## config.mk

```make
export PLATFORM = sky130hd
export DESIGN_NAME = pulse_trigger_detector
export DESIGN_NICKNAME = d
export VERILOG_FILES = /design/src/verilog/pulse_trig_pkg.sv /design/src/verilog/interval_counter.sv /design/src/verilog/pulse_trigger_detector.sv
export VERILOG_INCLUDE_DIRS = /design/src /design/src/verilog
export SDC_FILE = /design/constraint.sdc
export NUM_CORES = 1
export LEC_CHECK = 0
export BUFFER_PORTS_ARGS = -buffer_cell sky130_fd_sc_hd__buf_2
export CAP_MARGIN = 30
export CORE_MARGIN = 3
export CORE_UTILIZATION = 39
export CTS_BUF_LIST = sky130_fd_sc_hd__clkbuf_8
export DETAILED_ROUTE_END_ITERATION = 12
export PLACE_DENSITY = 0.69
export RECOVER_POWER = 25
export SYNTH_ARGS = -nofsm -noshare
export SYNTH_HDL_FRONTEND = slang
export SYNTH_SLANG_ARGS = --single-unit
```

## constraint.sdc

```tcl
create_clock -name clk -period 13.2 [get_ports clk]
set_input_delay 1.32 -clock clk [delete_from_list [all_inputs] [get_ports clk]]
set_output_delay 1.32 -clock clk [all_outputs]
set_load 0.03 [all_outputs]
```

## src/verilog/pulse_trig_map.svh

```systemverilog
// constants for the pulse-class trigger qualifier
`ifndef PULSE_TRIG_MAP_SVH
`define PULSE_TRIG_MAP_SVH

// counter width for widths, slew intervals and timeouts
`define PTD_CNT_W 24
// width of the trigger event tally
`define PTD_EVT_W 16
// reset value of the comparator history
`define PTD_CMP_RST 3'h0
// reset value of a single control flop
`define PTD_BIT_RST 1'h0

`endif

```

## src/verilog/pulse_trig_pkg.sv

```systemverilog
// types shared by the pulse-class trigger qualifier
`default_nettype none
package pulse_trig_pkg;

  typedef enum logic [2:0] {
    CLS_GLITCH,
    CLS_RUNT,
    CLS_WIDTH,
    CLS_SLEW,
    CLS_TIMEOUT
  } trigClass_t;

  typedef enum logic [1:0] {
    POL_POS,
    POL_NEG,
    POL_EITHER
  } pol_t;

  // threshold comparator outputs of one channel
  typedef struct packed {
    logic aboveHigh;
    logic aboveLevel;
    logic aboveLow;
  } chanCmp_t;

  typedef struct packed {
    trigClass_t cls;
    pol_t       pol;
    logic [1:0] src;
    logic       glitchReject;
    logic       widthOutside;
    logic       slewSlower;
  } trigCfg_t;

  typedef struct packed {
    logic rise;
    logic fall;
  } edges_t;

  typedef enum logic [1:0] {
    RUNT_IDLE,
    RUNT_UP,
    RUNT_DOWN
  } runtState_t;

  typedef enum logic [1:0] {
    SLEW_IDLE,
    SLEW_RISE,
    SLEW_FALL
  } slewState_t;

endpackage : pulse_trig_pkg
`default_nettype wire

```

## src/verilog/interval_counter.sv

```systemverilog
// saturating cycle counter that restarts at one
`timescale 1ns/1ns
`default_nettype none
`include "pulse_trig_map.svh"
module interval_counter #(
  parameter int W = `PTD_CNT_W
) (
  // clock and reset
  input  wire logic         clk,
  input  wire logic         arst_n,
  // control
  input  wire logic         restart,
  // cycles since the last restart
  output logic [W-1:0] count
);

  localparam logic [W-1:0] ONE = W'(1);

  logic [W-1:0] cnt_q;
  logic [W-1:0] cnt_d;
  logic         atMax;

  // saturate rather than wrap so a long hold never looks short
  assign atMax = &cnt_q;
  assign cnt_d = restart ? ONE : (atMax ? cnt_q : cnt_q + ONE);
  assign count = cnt_q;

  always_ff @(posedge clk or negedge arst_n) begin
    if (!arst_n) begin
      cnt_q <= '0;
    end else begin
      cnt_q <= cnt_d;
    end
  end

endmodule : interval_counter
`default_nettype wire

```

## src/verilog/pulse_trigger_detector.sv

```systemverilog
// pulse-class trigger qualifier: glitch, runt, width, slew, timeout
`timescale 1ns/1ns
`default_nettype none
`include "pulse_trig_map.svh"

//
// Function
// - glitch positive: fire on a high pulse narrower than the glitch limit
// - glitch negative: fire on a low pulse narrower than the glitch limit
// - glitch either: fire on a narrow pulse of either polarity
// - glitch reject inverts qualification so narrow pulses are ignored
// - accept fires only below the limit, reject only above it
// - positive runt: up through low, back down, never crossing high
// - negative runt: down through high, back up, never reaching low
// - either runt: cross one threshold, return, never cross the other
// - runt fires when the pulse recrosses its first threshold
// - width positive: fire on a high pulse meeting the limits
// - width negative: fire on a low pulse meeting the limits
// - width inside selects between limits, outside selects beyond them
// - positive slew timed from low crossing up to high crossing
// - negative slew timed from high crossing down to low crossing
// - either slew timed from first crossing to the other threshold
// - slew fires only if faster, or slower, than the programmed limit
// - timeout high: fire when held above level longer than limit
// - timeout low: fire when held below level longer than limit
// - timeout either: fire when no edge occurs for the limit
// - one source of four channels feeds every pulse class
module pulse_trigger_detector
  import pulse_trig_pkg::*;
#(
  parameter int CNT_W = `PTD_CNT_W,
  parameter int EVT_W = `PTD_EVT_W
) (
  // clock and reset
  input  wire logic                clk,
  input  wire logic                arst_n,
  // comparator outputs of the four channels
  input  wire chanCmp_t [3:0]      chans,
  // class, polarity, source and option bits
  input  wire trigCfg_t            cfg,
  // programmed limits in clock cycles
  input  wire logic [CNT_W-1:0]    glitchLimit,
  input  wire logic [CNT_W-1:0]    widthLower,
  input  wire logic [CNT_W-1:0]    widthUpper,
  input  wire logic [CNT_W-1:0]    slewLimit,
  input  wire logic [CNT_W-1:0]    timeoutLimit,
  // trigger event and status
  output logic                     trigFire,
  output logic [EVT_W-1:0]         trigTotal,
  output logic [CNT_W-1:0]         trigMeasure,
  output logic                     edgeSeen
);

  localparam logic [CNT_W-1:0] CNT_ONE = CNT_W'(1);
  localparam logic [EVT_W-1:0] EVT_ONE = EVT_W'(1);

  // ----------------------------------------------------------------
  // helpers
  // ----------------------------------------------------------------
  function automatic edges_t edgeOf(input logic cur,
                                    input logic prev,
                                    input logic ok);
    edges_t e;
    e.rise = ok & cur & ~prev;
    e.fall = ok & ~cur & prev;
    return e;
  endfunction : edgeOf

  // ----------------------------------------------------------------
  // source selection and edge history
  // ----------------------------------------------------------------
  chanCmp_t   srcNow;
  chanCmp_t   prev_q;
  logic [1:0] src_q;
  logic       primed_q;
  logic       seen_q;
  logic       srcChg;

  assign srcNow = chans[cfg.src];
  // history of another channel must not look like an edge
  assign srcChg = (cfg.src != src_q);

  always_ff @(posedge clk or negedge arst_n) begin
    if (!arst_n) begin
      prev_q   <= `PTD_CMP_RST;
      src_q    <= 2'h0;
      primed_q <= `PTD_BIT_RST;
    end else begin
      prev_q   <= srcNow;
      src_q    <= cfg.src;
      primed_q <= ~srcChg;
    end
  end

  edges_t lvlE;
  edges_t lowE;
  edges_t highE;
  logic   edgeOk;
  logic   lvlEdge;

  assign edgeOk  = primed_q & ~srcChg;
  assign lvlE    = edgeOf(srcNow.aboveLevel, prev_q.aboveLevel, edgeOk);
  assign lowE    = edgeOf(srcNow.aboveLow, prev_q.aboveLow, edgeOk);
  assign highE   = edgeOf(srcNow.aboveHigh, prev_q.aboveHigh, edgeOk);
  assign lvlEdge = lvlE.rise | lvlE.fall;

  // a pulse width is only trusted once its start edge was seen
  always_ff @(posedge clk or negedge arst_n) begin
    if (!arst_n) begin
      seen_q <= `PTD_BIT_RST;
    end else begin
      seen_q <= ~srcChg & (seen_q | lvlEdge);
    end
  end

  // ----------------------------------------------------------------
  // interval counters
  // ----------------------------------------------------------------
  logic [CNT_W-1:0] lvlCnt;
  logic [CNT_W-1:0] bandCnt;
  logic             lvlRestart;
  logic             bandRestart;

  assign lvlRestart  = lvlEdge | srcChg;
  // entry crossings of the threshold band start runt and slew timing
  assign bandRestart = lowE.rise | highE.fall | srcChg;

  interval_counter #(.W(CNT_W)) u_lvlTimer (
    .clk     (clk),
    .arst_n  (arst_n),
    .restart (lvlRestart),
    .count   (lvlCnt)
  );

  interval_counter #(.W(CNT_W)) u_bandTimer (
    .clk     (clk),
    .arst_n  (arst_n),
    .restart (bandRestart),
    .count   (bandCnt)
  );

  // ----------------------------------------------------------------
  // polarity and pulse end
  // ----------------------------------------------------------------
  logic polPos;
  logic polNeg;
  logic pulseEnd;

  assign polPos   = (cfg.pol == POL_POS) | (cfg.pol == POL_EITHER);
  assign polNeg   = (cfg.pol == POL_NEG) | (cfg.pol == POL_EITHER);
  // a high pulse ends on the falling edge, a low one on the rising edge
  assign pulseEnd = seen_q & ((lvlE.fall & polPos)
                   | (lvlE.rise & polNeg));

  // ----------------------------------------------------------------
  // glitch and width
  // ----------------------------------------------------------------
  logic gNarrow;
  logic gWide;
  logic glitchHit;
  logic inRange;
  logic widthHit;

  assign gNarrow   = lvlCnt < glitchLimit;
  assign gWide     = lvlCnt > glitchLimit;
  assign glitchHit = pulseEnd
                   & (cfg.glitchReject ? gWide : gNarrow);
  assign inRange   = (lvlCnt >= widthLower) & (lvlCnt <= widthUpper);
  assign widthHit  = pulseEnd
                   & (cfg.widthOutside ? ~inRange : inRange);

  // ----------------------------------------------------------------
  // timeout
  // ----------------------------------------------------------------
  logic             toOver;
  logic             toAt;
  logic             timeoutHit;
  logic [CNT_W-1:0] toPlus;

  // a limit at full scale wraps toPlus to zero, so it can fire only in the first cycle after reset
  assign toPlus = timeoutLimit + CNT_ONE;
  assign toOver = ~lvlEdge & (lvlCnt == toPlus);
  assign toAt   = ~lvlEdge & (lvlCnt == timeoutLimit);
  always_comb begin
    case (cfg.pol)
      POL_POS:    timeoutHit = toOver & srcNow.aboveLevel;
      POL_NEG:    timeoutHit = toOver & ~srcNow.aboveLevel;
      POL_EITHER: timeoutHit = toAt;
      default:    timeoutHit = 1'b0;
    endcase
  end

  // ----------------------------------------------------------------
  // runt
  // ----------------------------------------------------------------
  runtState_t runt_q;
  runtState_t runt_d;
  logic       runtHit;

  always_comb begin
    runt_d  = runt_q;
    runtHit = 1'b0;
    case (runt_q)
      RUNT_IDLE: begin
        if (polPos & lowE.rise & ~highE.rise) begin
          runt_d = RUNT_UP;
        end else if (polNeg & highE.fall & ~lowE.fall) begin
          runt_d = RUNT_DOWN;
        end
      end
      RUNT_UP: begin
        if (highE.rise) begin
          runt_d = RUNT_IDLE;
        end else if (lowE.fall) begin
          runtHit = 1'b1;
          runt_d  = RUNT_IDLE;
        end
      end
      RUNT_DOWN: begin
        if (lowE.fall) begin
          runt_d = RUNT_IDLE;
        end else if (highE.rise) begin
          runtHit = 1'b1;
          runt_d  = RUNT_IDLE;
        end
      end
      default: runt_d = RUNT_IDLE;
    endcase
    if (srcChg) begin
      runt_d = RUNT_IDLE;
    end
  end

  // ----------------------------------------------------------------
  // slew
  // ----------------------------------------------------------------
  slewState_t       slew_q;
  slewState_t       slew_d;
  logic             slewDone;
  logic [CNT_W-1:0] slewTime;
  logic             slewHit;

  // both thresholds crossed in one sample counts as zero cycles
  always_comb begin
    slew_d   = slew_q;
    slewDone = 1'b0;
    slewTime = '0;
    case (slew_q)
      SLEW_IDLE: begin
        if (polPos & lowE.rise) begin
          slewDone = highE.rise;
          slew_d   = highE.rise ? SLEW_IDLE : SLEW_RISE;
        end else if (polNeg & highE.fall) begin
          slewDone = lowE.fall;
          slew_d   = lowE.fall ? SLEW_IDLE : SLEW_FALL;
        end
      end
      SLEW_RISE: begin
        if (highE.rise) begin
          slewDone = 1'b1;
          slewTime = bandCnt;
          slew_d   = SLEW_IDLE;
        end else if (lowE.fall) begin
          slew_d = SLEW_IDLE;
        end
      end
      SLEW_FALL: begin
        if (lowE.fall) begin
          slewDone = 1'b1;
          slewTime = bandCnt;
          slew_d   = SLEW_IDLE;
        end else if (highE.rise) begin
          slew_d = SLEW_IDLE;
        end
      end
      default: slew_d = SLEW_IDLE;
    endcase
    if (srcChg) begin
      slew_d = SLEW_IDLE;
    end
  end

  // shorter transit time means a faster edge
  assign slewHit = slewDone & (cfg.slewSlower ? (slewTime > slewLimit)
                                              : (slewTime < slewLimit));

  always_ff @(posedge clk or negedge arst_n) begin
    if (!arst_n) begin
      runt_q <= RUNT_IDLE;
      slew_q <= SLEW_IDLE;
    end else begin
      runt_q <= runt_d;
      slew_q <= slew_d;
    end
  end

  // ----------------------------------------------------------------
  // class selection and outputs
  // ----------------------------------------------------------------
  logic             fire;
  logic [CNT_W-1:0] measure;
  logic             fire_q;
  logic [EVT_W-1:0] total_q;
  logic [CNT_W-1:0] meas_q;

  assign fire = ((cfg.cls == CLS_GLITCH)  & glitchHit)
              | ((cfg.cls == CLS_RUNT)    & runtHit)
              | ((cfg.cls == CLS_WIDTH)   & widthHit)
              | ((cfg.cls == CLS_SLEW)    & slewHit)
              | ((cfg.cls == CLS_TIMEOUT) & timeoutHit);
  // runt reports its time inside the band
  assign measure = (cfg.cls == CLS_SLEW) ? slewTime
                 : (cfg.cls == CLS_RUNT) ? bandCnt
                 : lvlCnt;

  always_ff @(posedge clk or negedge arst_n) begin
    if (!arst_n) begin
      fire_q  <= `PTD_BIT_RST;
      total_q <= '0;
      meas_q  <= '0;
    end else begin
      fire_q  <= fire;
      total_q <= fire ? total_q + EVT_ONE : total_q;
      meas_q  <= fire ? measure : meas_q;
    end
  end

  assign trigFire    = fire_q;
  assign trigTotal   = total_q;
  assign trigMeasure = meas_q;
  assign edgeSeen    = seen_q;

endmodule : pulse_trigger_detector
`default_nettype wire

```

=== Word-level counts from Yosys, hierarchy flattened ===
Index checks and enable logic that the tools add are counted.

* Flip-flop bits (word level): 100

* Add/subtract/negate cells: 4
* Order comparisons: 7
* Equal/unequal tests: 21
* Muxes and demuxes: 37
* Bitwise gates (word level): 57
* Reduce and logical (&&, ||, !) cells: 8

{| class="wikitable"
|+ Operators with widths
! cell !! count
|-
| $mux 24 || 8
|-
| $add 24x1->24 const B || 3
|-
| $eq 24x24->1 || 2
|-
| $gt 24x24->1 || 2
|-
| $lt 24x24->1 || 2
|-
| $pmux 24 s2 || 1
|-
| $reduce_and 24->1 || 2
|-
| $and 1x1->1 || 34
|-
| $ge 24x24->1 || 1
|-
| $le 24x24->1 || 1
|-
| $ne 4x4->1 const B || 6
|-
| $mux 2 || 11
|-
| $add 16x1->16 const B || 1
|-
| $or 1x1->1 || 12
|-
| $pmux 2 s3 || 2
|-
| $not 1->1 || 11
|-
| $mux 1 || 10
|-
| $bmux 3 s2 || 1
|-
| $eq 2x1->1 const B || 3
|-
| $eq 2x2->1 const B || 3
|-
| $eq 3x2->1 const B || 2
|-
| $logic_not 2->1 || 3
|-
| $pmux 1 s3 || 2
|-
| $reduce_and 3->1 || 2
|-
| 8 further kinds || 9
|}

=== Logic depth before layout (Yosys ltp) ===
Gate-level depths: netlist of the first run.

* Depth after elaboration: 14
* Mapped depth: 19
* Mapped depth without buffers: 16

=== Hierarchy ===
A second synthesis of the first run with hierarchy kept.

* Cells, all modules: 1071
* Area total of the unflattened synthesis: 9492.9 um^2

{| class="wikitable"
|+ By module, submodules not included
! module !! times used !! cells each !! area an instance (um^2) !! sequential area each (um^2)
|-
| pulse_trigger_detector || 1 || 765 || 6525.0 || 1301.2
|-
| interval_counter || 2 || 153 || 1483.9 || 600.6
|}

=== Least setup slack after synthesis of the first run ===
No wires, ideal clock.

* Kind: input to register
* From: input cfg[3] in the netlist's numbering
* To: register meas_q[10] (netlist: trigMeasure[10])
* Library setup time: 125 ps
* Data arrival time: 5241 ps
* Setup slack: 7834 ps
* Stages on the path: 18
* Path buffers: 3
* Cell sequence: mux4_2 -> or2_1 -> nor2_4 -> a22oi_1 -> nor2b_1 -> clkbuf_1 -> and2_1 -> ha_1 -> nand4_1 -> nor3_1 -> o311ai_0 -> a311o_1 -> a2111oi_0 -> a211oi_2 -> and2_4 -> buf_6 -> buf_6 -> mux2_4

* Word-level cells in the longest chain between the ends: 14
* Elaborated cells on any way between the ends: 60
* Those cells by class: 2 x order compare; 1 x eq/ne; 16 x mux; 41 x bitwise

{| class="wikitable"
|+ Ends and longest elaborated chain
! element !! RTL line !! RTL
|-
| start, declared || pulse_trigger_detector.sv:40 || <nowiki>input wire trigCfg_t cfg,</nowiki>
|-
| branches (longest 14 deep; another with $lt 24x24->1) || -- ||
|-
| end signal, assigned || pulse_trigger_detector.sv:324 || <nowiki>meas_q <= fire ? measure : meas_q;</nowiki>
|-
| end, declared || pulse_trigger_detector.sv:304 || <nowiki>logic [CNT_W-1:0] meas_q;</nowiki>
|}

Parallel ways; which one is timed is not known. The select of a mux whose other input is x is not followed.
A chain may end at the register's enable or synchronous reset.

==> results by group, run 1 <==
Run status
  – Run status: finished with violations
  – Violated checks: max-capacitance violations, max-slew violations

Power
  – Power per cell area: between 60 and 70 mW/mm^2
  – Worst ir drop on vdd: between 0.03 and 0.04 mV
  – Pleak: approximately 5.3 nW
  – Design Power: 617 uW

Floorplan
  – DIE AREA: 0.0245 mm^2
  – Die width: 157 um
  – Effective utilization at floorplan: 0.402
  – Top-Level Pins: 186
  – Vertical die dimension: 157 um
  – Core region area: 0.0220 mm^2
  – Number of cell rows: 54

Setup path
  – Crit path max-delay family: compound AO/OA/AOI/OAI gates
  – Type of the setup path with the least slack: primary input to flip-flop
  – Data arrival time of the critical path: 6.76 ns
  – Slowest stage cell, crit path: sky130_fd_sc_hd__a211oi_2
  – Buf/Inv on CP: 2
  – Worst R2R Path Depth: 17
  – Destination of the critical timing path: trigMeasure[0]$_DFFE_PN0P_
  – Cell-by-cell listing of the critical path: clkbuf_1, mux4_2, or2_1, nor2_4, a22oi_1, nor2b_1, buf_4, and2_1, ha_1, nor2b_1, o211ai_1, a21oi_1, o311ai_0, a311o_1, a2111oi_0, a211oi_2, and2_4, mux2_2
  – Worst flop-to-flop path startpoint: src_q[0]$_DFF_PN0_
  – Worst setup path startpoint: cfg[3]
  – Terminus of the critical flop-to-flop path: trigMeasure[0]$_DFFE_PN0P_
  – Sort of element at the end of the critical path: flip-flop
  – Startpoint type of the worst setup path: primary input
  – Crit-path max FO: 27
  – Data required, critical path: 13.47 ns
  – Largest incremental delay on the critical path: just under 0.9 ns
  – Worst setup slack for register-to-register paths: 7.72 ns
  – Crit path top cell by count: sky130_fd_sc_hd__nor2b_1
  – Number of cells on the critical path: 18

Detailed routing
  – Violation count after the first detailed-routing iteration: 602
  – Remaining design rule violation count: 0
  – Overall via count from detail_route: 7,902
  – Routed wire length: 24,200 um
  – Via/cell ratio: 5.37
  – Detailed-route wire length per cell: 16.5 um
  – Router iterations before antenna repair: 5
  – Antenna violation net count after detailed routing: 0

Place
  – Routability congestion estimate from global placement: about 0.95
  – Count of port buffers added during placement: 185
  – Half-perimeter wire length of the detailed placement result: around 20,000 um
  – Area after DPL: 0.0100 mm^2

Clock network
  – Number of sinks driven by the clock tree: 100
  – Worst-case clock buffer depth: 2
  – Clock slew seen by the registers of the worst setup and hold paths: 0.10 ns
  – Worst-Skew Late Latency: 0.38 ns
  – Setup Buffers After CTS: 0
  – Post-CTS resize count: 0
  – H-tree level count: 3
  – CTS tree: built
  – Count of hold-fix buffers inserted at cts: 0
  – Root Buffer Master: sky130_fd_sc_hd__clkbuf_8
  – Num CTS Buffers: 9

Yosys
  – Top_reg_cell synth: sky130_fd_sc_hd__dfrtp_1
  – Share of the synthesized area in the top cell type: 0.283
  – Synth cell types: 68
  – Proportion of synthesized area in mux cells: 0.0540
  – Proportion of synthesized chip area in sequential cells: 0.283
  – Fraction of synthesized cell area in xor and xnor cells: 0.0891
  – Post-Syn Nets: 1,269
  – Top area cells in the synthesized netlist: sky130_fd_sc_hd__dfrtp_1 28%, sky130_fd_sc_hd__ha_1 16%, sky130_fd_sc_hd__inv_1 4.9%
  – Synth warnings: 0
  – Number of flops mapped to enable cells by yosys: 0
  – Yosys reg bits: 100
  – Async set-or-reset flop fraction in the synthesized netlist: 1.00
  – Gate count of the mapped netlist: 1,014
  – Syn_area_per_cell: 8.73 um^2
  – Synthesized-area fraction occupied by and/or/nand/nor cells: 0.212
  – Synthesized-area fraction occupied by adder cells: 0.157
  – Yosys top cell by area: sky130_fd_sc_hd__dfrtp_1
  – Synth Cell Area: slightly below 0.009 mm^2
  – Post-synthesis compound-gate area fraction: 0.138
  – Dominant combinational cell family by area after synthesis: simple AND/OR/NAND/NOR gates

GRT
  – Leftover overflow at the end of global routing: 0
  – Via count of the first global-routing pass: 7,604
  – Antenna violations before repair: 9
  – Global-route total usage across every layer: 0.197
  – Largest net degree at the start of global routing: 66
  – First-pass GRT wire length: around 40,000 um

Finish
  – Leading cell type in the layout, fill and taps excluded: sky130_fd_sc_hd__buf_2
  – Total of fill cells in the finished design: between 2,000 and 2,500
  – Storage cell area: 0.00250 mm^2
  – Leading cell types in the layout, fill and taps excluded: 179 x sky130_fd_sc_hd__buf_2, 117 x sky130_fd_sc_hd__inv_1, 111 x sky130_fd_sc_hd__ha_1
  – Post-layout instance area: 0.0102 mm^2
  – Post-layout net count: 1,437
  – Layout Area Growth over Synthesis: 15.2%
  – Ratio of cells with drive above 1 in the final layout: 0.196
  – Total area of multi-input combinational cells: 0.00576 mm^2

STA
  – Count of final hold-check violations: 0
  – Number of pins exceeding their max-slew limit in the final report: 103
  – Slew of the pin with the lowest slew margin: 3.42 ns
  – Period utilization: 0.492
  – Worst slew slack as a fraction of its limit: -1.28
  – Final Critical Period: 6.50 ns
  – Setup repair after global routing missed its margin: false
  – Max Fclk: 0.154 GHz
  – Clk_skew: 0.0120 ns
  – Total negative slack: 0 ns
  – Number of setup violations in the final report: 0

Job
  – Max-cap violations: 2

Worst hold path
  – Hold Crit Class: flip-flop to flip-flop
## state kept, by name (all words and copies together) (netlist names)
register and cells:
trigMeasure 24, u_lvlTimer.count 24, u_bandTimer.count 24, primed_q 1, slew_q 2, src_q 2, trigFire 1, runt_q 2
edgeSeen 1, trigTotal 16, prev_q 3
## per-stage QoR
stage               hold WS, ns  setup WS [ns]   util  std cells
floorplan                 0.491           7.83      -       1014
global placement          0.453           6.56  0.454       1451
detailed placement        0.460           6.46  0.454       1451
CTS                       0.477           6.84  0.463       1467
global route              0.502           6.31  0.463       1471
finish                    0.469           6.70  0.463       1471
## Yosys cell counts, drive strengths merged (6+ instances only)
cell / n
nor3: 19
nand2b: 6
o211ai: 6
nor2: 68
and4: 14
ha: 111
and3: 20
buf: 10
nand4: 36
a211oi: 15
nand3: 45
xnor2: 41
or3: 6
inv: 116
o21ai: 29
a2111oi: 6
nand2: 64
and2: 34
nor4: 7
dfrtp: 100
xor2: 49
a22o: 25
clkbuf: 22
nor2b: 12
a21o: 7
a21oi: 50
mux2: 26
## cell type report
class                      count  share of cell area
inverter                     117              0.0431
clock inverter                 4             0.00221
sequential                   100               0.246
multi-input combinational    765               0.565
antenna                        4            0.000982
clock buffer                  12              0.0162
timing repair buffer         189              0.0927
tap                          280              0.0344
## how the worst min path moves through the flow
| stage | startpoint | endpoint | slack [ns] | depth (start not counted) |
|---|---|---|---|---|
| 4_1_cts | trigTotal[15]$_DFFE_PN0P_ | trigTotal[15]$_DFFE_PN0P_ | 0.48 | 1 |
| 2_1_floorplan | slew_q[1]$_DFFE_PN0P_ | slew_q[1]$_DFFE_PN0P_ | 0.49 | 2 |
| 6_report | trigTotal[15]$_DFFE_PN0P_ | trigTotal[15]$_DFFE_PN0P_ | 0.47 | 1 |
| 3_5_place_dp | trigTotal[15]$_DFFE_PN0P_ | trigTotal[15]$_DFFE_PN0P_ | 0.46 | 1 |
| 3_3_place_gp | trigTotal[15]$_DFFE_PN0P_ | trigTotal[15]$_DFFE_PN0P_ | 0.45 | 1 |
| 5_1_grt | trigTotal[15]$_DFFE_PN0P_ | trigTotal[15]$_DFFE_PN0P_ | 0.50 | 1 |
## layer usage
metal	track usage	vias up	routed length [um]
met5	0	-	62
met4	0.0792	10	725
met3	0.0241	55	1460
met2	0.307	254	10500
met1	0.278	3645	11500
li1	-	3938	-
## power breakdown
group / leakage [nW] / switching (mW) / internal [mW] / total, mW
registers: 1.36 / 0.00690 / 0.310 / 0.317
clock network: 0.104 / 0.107 / 0.0836 / 0.190
logic: 3.83 / 0.0640 / 0.0456 / 0.110
## cell families (layout without fill, tap and decap cells)
group	count (synthesis)	after routing
xor+xnor	90	90
simple gates	353	353
buf+inv	149	322
mux	34	34
flops	100	100
fa+ha+maj	111	111
other cells	0	4
compound gates	177	177
Power figures use the tool's default switching activity.
==> inputs of run 2 (changes only) <==
clock period = 6.82 ns   (was 13.2 ns; I/O delays follow)
==> run 2 against run 1 <==
  * Global-route usage increased by 0.27 points
  * Largest power group unchanged
  * Critical path type unchanged
  * The flow still finishes with violations (max-capacitance violations, max-slew violations)
  * Critical endpoint is now trigMeasure[13]$_DFFE_PN0P_
  * Register-to-register slack worse by 6.1 ns
  * Setup slack worse by 5.5 ns
  * Clock skew up 0.0034 ns
  * Sequential share of layout area fell by 0.13 points
==> results by group, run 2 (synthesis gave the netlist of run 1 again) <==
Power
  – Switch Pwr: 353 uW (was 178 uW)
  – Pleak: 5.33 nW (was 5.30 nW)
  – Design Power: 1.27 mW (was 617 uW)
  – Clock power share: 0.349 (was 0.309)
  – Proportion of total power due to net switching: 0.278 (was 0.288)
  – Logic gate share of total power: 0.169 (was 0.178)
  – Internal power consumption: 917 uW (was 439 uW)
  – Power per cell area: 124 mW/mm^2 (was 60.5 mW/mm^2)
  – Share of power burned in registers: 0.483 (was 0.514)
  – Worst ir drop on vdd: 0.0793 mV (was 0.0374 mV)

Detailed routing
  – Routed wire length: 24,800 um (was 24,200 um)
  – Metal-1 WL: 11,700 um (was 11,500 um)
  – Via/cell ratio: 5.38 (was 5.37)
  – Remaining design rule violation count: 0 (unchanged)
  – Sum of met2 wire segment lengths after detailed routing: 10,900 um (was 10,500 um)
  – Antenna violation net count after detailed routing: 0 (unchanged)
  – Router iterations before antenna repair: 5 (unchanged)
  – Met3 wire length: 1450 um (was 1460 um)
  – Violation count after the first detailed-routing iteration: 668 (was 602)
  – Detailed-route wire length per cell: 16.9 um (was 16.5 um)
  – Uppermost routed layer: met5 (unchanged)
  – Overall via count from detail_route: 7,909 (was 7,902)

Clock network
  – Count of hold-fix buffers inserted at cts: 0 (unchanged)
  – Post-CTS resize count: 0 (unchanged)
  – Number of sinks driven by the clock tree: 100 (unchanged)
  – Clock slew seen by the registers of the worst setup and hold paths: 0.10 ns (about the same)
  – Worst-case clock buffer depth: 2 (unchanged)
  – Root Buffer Master: sky130_fd_sc_hd__clkbuf_8 (unchanged)
  – Worst-Skew Late Latency: 0.38 ns (about the same)
  – CTS tree: built (unchanged)
  – Num CTS Buffers: 9 (unchanged)
  – H-tree level count: 3 (unchanged)
  – Setup Buffers After CTS: 0 (unchanged)

Run status
  – Violated checks: max-capacitance violations, max-slew violations (unchanged)
  – Run status: finished with violations (unchanged)

STA
  – Slew of the pin with the lowest slew margin: 3.53 ns (was 3.42 ns)
  – Final Critical Period: 5.58 ns
  – Clk_skew: 0.0153 ns (was 0.0120 ns)
  – Number of pins exceeding their max-slew limit in the final report: 103 (unchanged)
  – Count of final hold-check violations: 0 (unchanged)
  – Number of setup violations in the final report: 0 (unchanged)
  – Worst slew slack as a fraction of its limit: -1.35 (was -1.28)
  – Setup repair after global routing missed its margin: false (unchanged)
  – Period utilization: 0.819
  – Total negative slack: 0 ns (unchanged)
  – Max Fclk: 0.179 GHz

GRT
  – Global-route total usage across every layer: 0.200 (was 0.197)
  – First-pass GRT wire length: 39,400 um (was 38,900 um)
  – Via count of the first global-routing pass: 7,658 (was 7,604)
  – Leftover overflow at the end of global routing: 0 (unchanged)
  – Largest net degree at the start of global routing: 68 (was 66)
  – Antenna violations before repair: 8 (was 9)

Setup path
  – Cell-by-cell listing of the critical path: clkbuf_1, mux4_2, or2_1, nor2_4, a22oi_1, nor2b_1, buf_4, and2_1, ha_1, nor2b_1, o211ai_1, a21oi_1, o311ai_0, nand4_1, a2111oi_0, a211oi_2, buf_4, and2_4, mux2_4 (was clkbuf_1, mux4_2, or2_1, nor2_4, a22oi_1, nor2b_1, buf_4, and2_1, ha_1, nor2b_1, o211ai_1, a21oi_1, o311ai_0, a311o_1, a2111oi_0, a211oi_2, and2_4, mux2_2)
  – Startpoint type of the worst setup path: primary input (unchanged)
  – Sort of element at the end of the critical path: flip-flop (unchanged)
  – Crit-path max FO: 27 (unchanged)
  – Slowest stage cell, crit path: sky130_fd_sc_hd__a2111oi_0 (was sky130_fd_sc_hd__a211oi_2)
  – Type of the setup path with the least slack: primary input to flip-flop (unchanged)
  – Data required, critical path: 7.08 ns (was 13.47 ns)
  – Worst setup slack for register-to-register paths: 1.66 ns (was 7.72 ns)
  – Data arrival time of the critical path: 5.84 ns (was 6.76 ns)
  – Largest incremental delay on the critical path: 0.76 ns (was 0.89 ns)

Place
  – Area after DPL: 0.0100 mm^2 (about the same)
  – Count of port buffers added during placement: 185 (unchanged)
  – Half-perimeter wire length of the detailed placement result: 20,100 um (was 19,700 um)
  – Routability congestion estimate from global placement: 0.960 (was 0.955)

Floorplan
  – Core region area: 0.0220 mm^2 (unchanged)
  – Number of cell rows: 54 (unchanged)
  – Top-Level Pins: 186 (unchanged)
  – Die width: 157 um (unchanged)
  – DIE AREA: 0.0245 mm^2 (unchanged)
  – Effective utilization at floorplan: 0.402 (unchanged)
  – Vertical die dimension: 157 um (unchanged)

Finish
  – Leading cell type in the layout, fill and taps excluded: sky130_fd_sc_hd__buf_2 (unchanged)
  – Layout Area Growth over Synthesis: 15.8% (was 15.2%)
  – Post-layout net count: 1,438 (was 1,437)
  – Leading cell types in the layout, fill and taps excluded: 180 x sky130_fd_sc_hd__buf_2, 116 x sky130_fd_sc_hd__inv_1, 111 x sky130_fd_sc_hd__ha_1 (was 179 x sky130_fd_sc_hd__buf_2, 117 x sky130_fd_sc_hd__inv_1, 111 x sky130_fd_sc_hd__ha_1)
  – Ratio of cells with drive above 1 in the final layout: 0.199 (was 0.196)
  – Post-layout instance area: 0.0102 mm^2 (about the same)

Worst hold path
  – Hold Crit Class: flip-flop to flip-flop (unchanged)

Job
  – Max-cap violations: 2 (unchanged)
run 2: worst paths after layout:
path | startpoint | to | cells past startpoint
setup reg to reg | src_q[1]$_DFF_PN0_ | trigMeasure[13]$_DFFE_PN0P_ | 18
max in group asynchronous | arst_n | u_lvlTimer.count[17]$_DFFE_PN0P_ | 2
setup / recovery | cfg[3] | trigMeasure[13]$_DFFE_PN0P_ | 19
hold / removal | trigTotal[15]$_DFFE_PN0P_ | trigTotal[15]$_DFFE_PN0P_ | 1
min in group asynchronous | arst_n | u_bandTimer.count[0]$_DFFE_PN0P_ | 1
hold reg to reg | trigTotal[15]$_DFFE_PN0P_ | trigTotal[15]$_DFFE_PN0P_ | 1
run 2: area by class of cell:
cell class                 count  area (um^2)
antenna                        3         7.51
clock buffer                  11          151
clock inverter                 5         82.6
fill                        2163        11800
inverter                     117          439
multi-input combinational    765         5760
sequential                   100         2500
tap                          280          350
timing repair buffer         190          953
run 2: layer usage:
| layer | up-vias | track usage |
|---|---|---|
| li1 | 3939 | - |
| met3 | 48 | 0.0301 |
| met1 | 3646 | 0.279 |
| met4 | 10 | 0.0725 |
| met5 | - | 0 |
| met2 | 266 | 0.314 |
run 2: critical path, delay by kind of cell:
| kind | cells | cell delay (ns) |
|---|---|---|
| buffers and inverters | 3 | 0.78 |
| AND/OR/NAND/NOR | 7 | 1.51 |
| AO/OA/AOI/OAI | 6 | 1.69 |
| adder cells (fa/ha/maj) | 1 | 0.23 |
| multiplexers | 2 | 0.94 |
run 2: through the flow:
stage          setup WS, ns  utilization  cells  hold slack, ns
6_report               1.24        0.465   1471           0.474
5_1_grt               0.794        0.465   1471           0.520
4_1_cts                1.37        0.465   1468           0.248
3_5_place_dp          0.976        0.455   1452           0.464
3_3_place_gp           1.12        0.455   1452           0.457
2_1_floorplan          2.09            -   1014           0.386
run 2: power by group through the flow:
| stage | Clock [mW] | Sequential, mW | Combinational, mW |
|---|---|---|---|
| global route | 0.472 | 0.615 | 0.243 |
| global placement | 0 | 0.624 | 0.209 |
| detailed placement | 0 | 0.624 | 0.214 |
| finish | 0.443 | 0.613 | 0.214 |
| CTS | 0.449 | 0.613 | 0.215 |
| floorplan | 0 | 0.621 | 0.121 |
==> inputs of run 3 (changes only) <==
PLACE_DENSITY = 0.72   (was 0.69)
clock period = 5 ns   (was 6.82 ns; I/O delays follow)
==> run 3 against run 2 <==
  * Critical path depth unchanged
  * Sequential cell count unchanged
  * Sequential power increased by 36%
  * Cell count increased by 0.27%
  * The flow still finishes with violations (max-capacitance violations, max-slew violations)
  * Setup slack got worse by 0.93 ns
  * Critical path type unchanged
  * Global-route usage decreased by 0.35 points
  * Combinational power increased by 36%
  * Clock skew increased by 0.0014 ns
  * Final area increased by 0.34%
  * Register-to-register slack got worse by 1.3 ns
  * Largest cell class unchanged
==> results by group, run 3 (synthesis gave the netlist of run 1 again) <==
Floorplan
  – Effective utilization at floorplan: 0.402 (unchanged)
  – Die width: 157 um (unchanged)
  – Top-Level Pins: 186 (unchanged)
  – Number of cell rows: 54 (unchanged)
  – DIE AREA: 0.0245 mm^2 (unchanged)
  – Vertical die dimension: 157 um (unchanged)
  – Core region area: 0.0220 mm^2 (unchanged)

Finish
  – Total area of multi-input combinational cells: 0.00576 mm^2 (about the same)
  – Post-layout net count: 1,444 (was 1,438)
  – Total of fill cells in the finished design: 2,179 (was 2,163)
  – Leading cell types in the layout, fill and taps excluded: 180 x sky130_fd_sc_hd__buf_2, 116 x sky130_fd_sc_hd__inv_1, 111 x sky130_fd_sc_hd__ha_1 (unchanged)
  – Non-Filler Instances: 1,475 (was 1,471)
  – Ratio of cells with drive above 1 in the final layout: 0.204 (was 0.199)
  – Layout Area Growth over Synthesis: 16.2% (was 15.8%)
  – Leading cell type in the layout, fill and taps excluded: sky130_fd_sc_hd__buf_2 (unchanged)
  – Post-layout instance area: 0.0103 mm^2 (was 0.0102 mm^2)
  – Storage cell area: 0.00250 mm^2 (unchanged)

Setup path
  – Crit-path max FO: 20 (was 27)
  – Startpoint type of the worst setup path: primary input (unchanged)
  – Worst setup slack for register-to-register paths: 0.40 ns (was 1.66 ns)
  – Data arrival time of the critical path: 5.00 ns (was 5.84 ns)
  – Sort of element at the end of the critical path: flip-flop (unchanged)
  – Type of the setup path with the least slack: primary input to flip-flop (unchanged)
  – Data required, critical path: 5.30 ns (was 7.08 ns)

Clock network
  – Root Buffer Master: sky130_fd_sc_hd__clkbuf_8 (unchanged)
  – CTS tree: built (unchanged)
  – Setup Buffers After CTS: 0 (unchanged)
  – H-tree level count: 3 (unchanged)
  – Post-CTS resize count: 0 (unchanged)
  – Clock slew seen by the registers of the worst setup and hold paths: 0.10 ns (about the same)
  – Worst-Skew Late Latency: 0.38 ns (about the same)
  – Number of sinks driven by the clock tree: 100 (unchanged)
  – Count of hold-fix buffers inserted at cts: 0 (unchanged)
  – Num CTS Buffers: 9 (unchanged)
  – Worst-case clock buffer depth: 2 (unchanged)

GRT
  – Global-route total usage across every layer: 0.196 (was 0.200)
  – Antenna violations before repair: 6 (was 8)
  – Leftover overflow at the end of global routing: 0 (unchanged)
  – First-pass GRT wire length: 38,800 um (was 39,400 um)
  – Largest net degree at the start of global routing: 61 (was 68)
  – Via count of the first global-routing pass: 7,731 (was 7,658)

STA
  – Number of pins exceeding their max-slew limit in the final report: 42 (was 103)
  – Period utilization: 0.940
  – Count of final hold-check violations: 0 (unchanged)
  – Number of setup violations in the final report: 0 (unchanged)
  – Setup repair after global routing missed its margin: false (unchanged)
  – Clk_skew: 0.0167 ns (was 0.0153 ns)
  – Worst Slack Setup Final: 0.302 ns (was 1.24 ns)
  – Worst slew slack as a fraction of its limit: -0.548 (was -1.35)
  – Final Critical Period: between 4 and 5 ns
  – Slew of the pin with the lowest slew margin: 2.32 ns (was 3.53 ns)
  – Max Fclk: 0.213 GHz

Power
  – Design Power: 1.70 mW (was 1.27 mW)
  – Power per cell area: 165 mW/mm^2 (was 124 mW/mm^2)
  – Worst ir drop on vdd: 0.124 mV (was 0.0793 mV)
  – Pleak: 5.35 nW (was 5.33 nW)

Detailed routing
  – Routed wire length: 24,400 um (was 24,800 um)
  – Violation count after the first detailed-routing iteration: 486 (was 668)
  – Via/cell ratio: 5.38 (about the same)
  – Remaining design rule violation count: 0 (unchanged)
  – Detailed-route wire length per cell: 16.5 um (was 16.9 um)
  – Antenna violation net count after detailed routing: 0 (unchanged)
  – Router iterations before antenna repair: 4 (was 5)
  – Overall via count from detail_route: 7,933 (was 7,909)

Worst hold path
  – Hold Crit Class: primary input to flip-flop (was flip-flop to flip-flop)

Place
  – Routability congestion estimate from global placement: 0.942 (was 0.960)
  – Dpl cells: 1,458 (was 1,452)
  – Worst Setup Slack post-DPL: -0.129 ns (was 0.976 ns)
  – Area after DPL: 0.0101 mm^2 (was 0.0100 mm^2)
  – Half-perimeter wire length of the detailed placement result: 19,900 um (was 20,100 um)
  – Count of port buffers added during placement: 185 (unchanged)

Job
  – Max-cap violations: 1 (was 2)

Run status
  – Violated checks: max-capacitance violations, max-slew violations (unchanged)
  – Run status: finished with violations (unchanged)
-- run 3: cell count changes in the layout (fill, tap and decap cells not counted) --
cell	previous run	this run
sky130_fd_sc_hd__buf_12	0	1
sky130_fd_sc_hd__buf_4	4	8
sky130_fd_sc_hd__a2111oi_2	1	2
sky130_fd_sc_hd__a2111oi_0	2	1
sky130_fd_sc_hd__diode_2	3	1
sky130_fd_sc_hd__clkinv_4	1	0
sky130_fd_sc_hd__clkbuf_8	11	9
sky130_fd_sc_hd__clkinv_2	1	4
sky130_fd_sc_hd__clkbuf_2	0	1
-- run 3: where the power goes --
group	switching [mW]	total, mW	internal (mW)
registers	0.0175	0.836	0.818
logic	0.169	0.290	0.121
clock network	0.288	0.569	0.280
-- run 3: path summary, 6_finish.rpt --
check                      depth (start not counted)                          to                       from
setup / recovery                                  19   trigTotal[10]$_DFFE_PN0P_                     cfg[3]
hold / removal                                     1          src_q[0]$_DFF_PN0_                     cfg[3]
setup reg to reg                                  18  trigMeasure[2]$_DFFE_PN0P_         src_q[0]$_DFF_PN0_
hold reg to reg                                    1   trigTotal[15]$_DFFE_PN0P_  trigTotal[15]$_DFFE_PN0P_
max in group asynchronous                          2   trigTotal[12]$_DFFE_PN0P_                     arst_n
min in group asynchronous                          1         prev_q[2]$_DFF_PN0_                     arst_n
-- run 3: per-layer routing --
metal	vias up	share of wire	track usage	wire, um
met2	248	0.44	0.313	10800
met4	10	0.028	0.0709	684
li1	3951	-	-	-
met1	3670	0.47	0.272	11500
met5	-	0.0025	0	61
met3	54	0.055	0.0277	1350
-- run 3: area by class of cell --
cell class	count	share of cell area
diodes	1	0.000243
clock buffers	9	0.0120
clock inverters	7	0.00864
inverters	117	0.0427
multi-input cells	765	0.561
flip-flops and latches	100	0.243
well taps	280	0.0341
repair buffers	196	0.0981
-- run 3: per-stage QoR --
stage,util,setup TNS (ns),hold slack [ns]
finish,0.467,0,0.310
global route,0.467,0,0.304
CTS,0.467,0,0.114
detailed placement,0.457,-0.465,0.460
global placement,0.457,-0.00126,0.457
floorplan,-,0,0.204
-- run 3: critical path, stage by stage --
cell and delay, ns:
sky130_fd_sc_hd__buf_2 0.16, sky130_fd_sc_hd__mux4_2 0.54, sky130_fd_sc_hd__and4_1 0.22, sky130_fd_sc_hd__a22oi_1 0.23, sky130_fd_sc_hd__nor2b_1 0.07, sky130_fd_sc_hd__buf_4 0.17, sky130_fd_sc_hd__buf_12 0.14, sky130_fd_sc_hd__and2_1 0.16
sky130_fd_sc_hd__ha_1 0.31, sky130_fd_sc_hd__nand4_1 0.10, sky130_fd_sc_hd__nor3_1 0.32, sky130_fd_sc_hd__o311ai_0 0.25, sky130_fd_sc_hd__a311o_1 0.40, sky130_fd_sc_hd__a2111oi_1 0.40, sky130_fd_sc_hd__buf_4 0.17, sky130_fd_sc_hd__a211oi_2 0.05
sky130_fd_sc_hd__buf_4 0.21, sky130_fd_sc_hd__a2111oi_1 0.42, sky130_fd_sc_hd__xor2_1 0.17
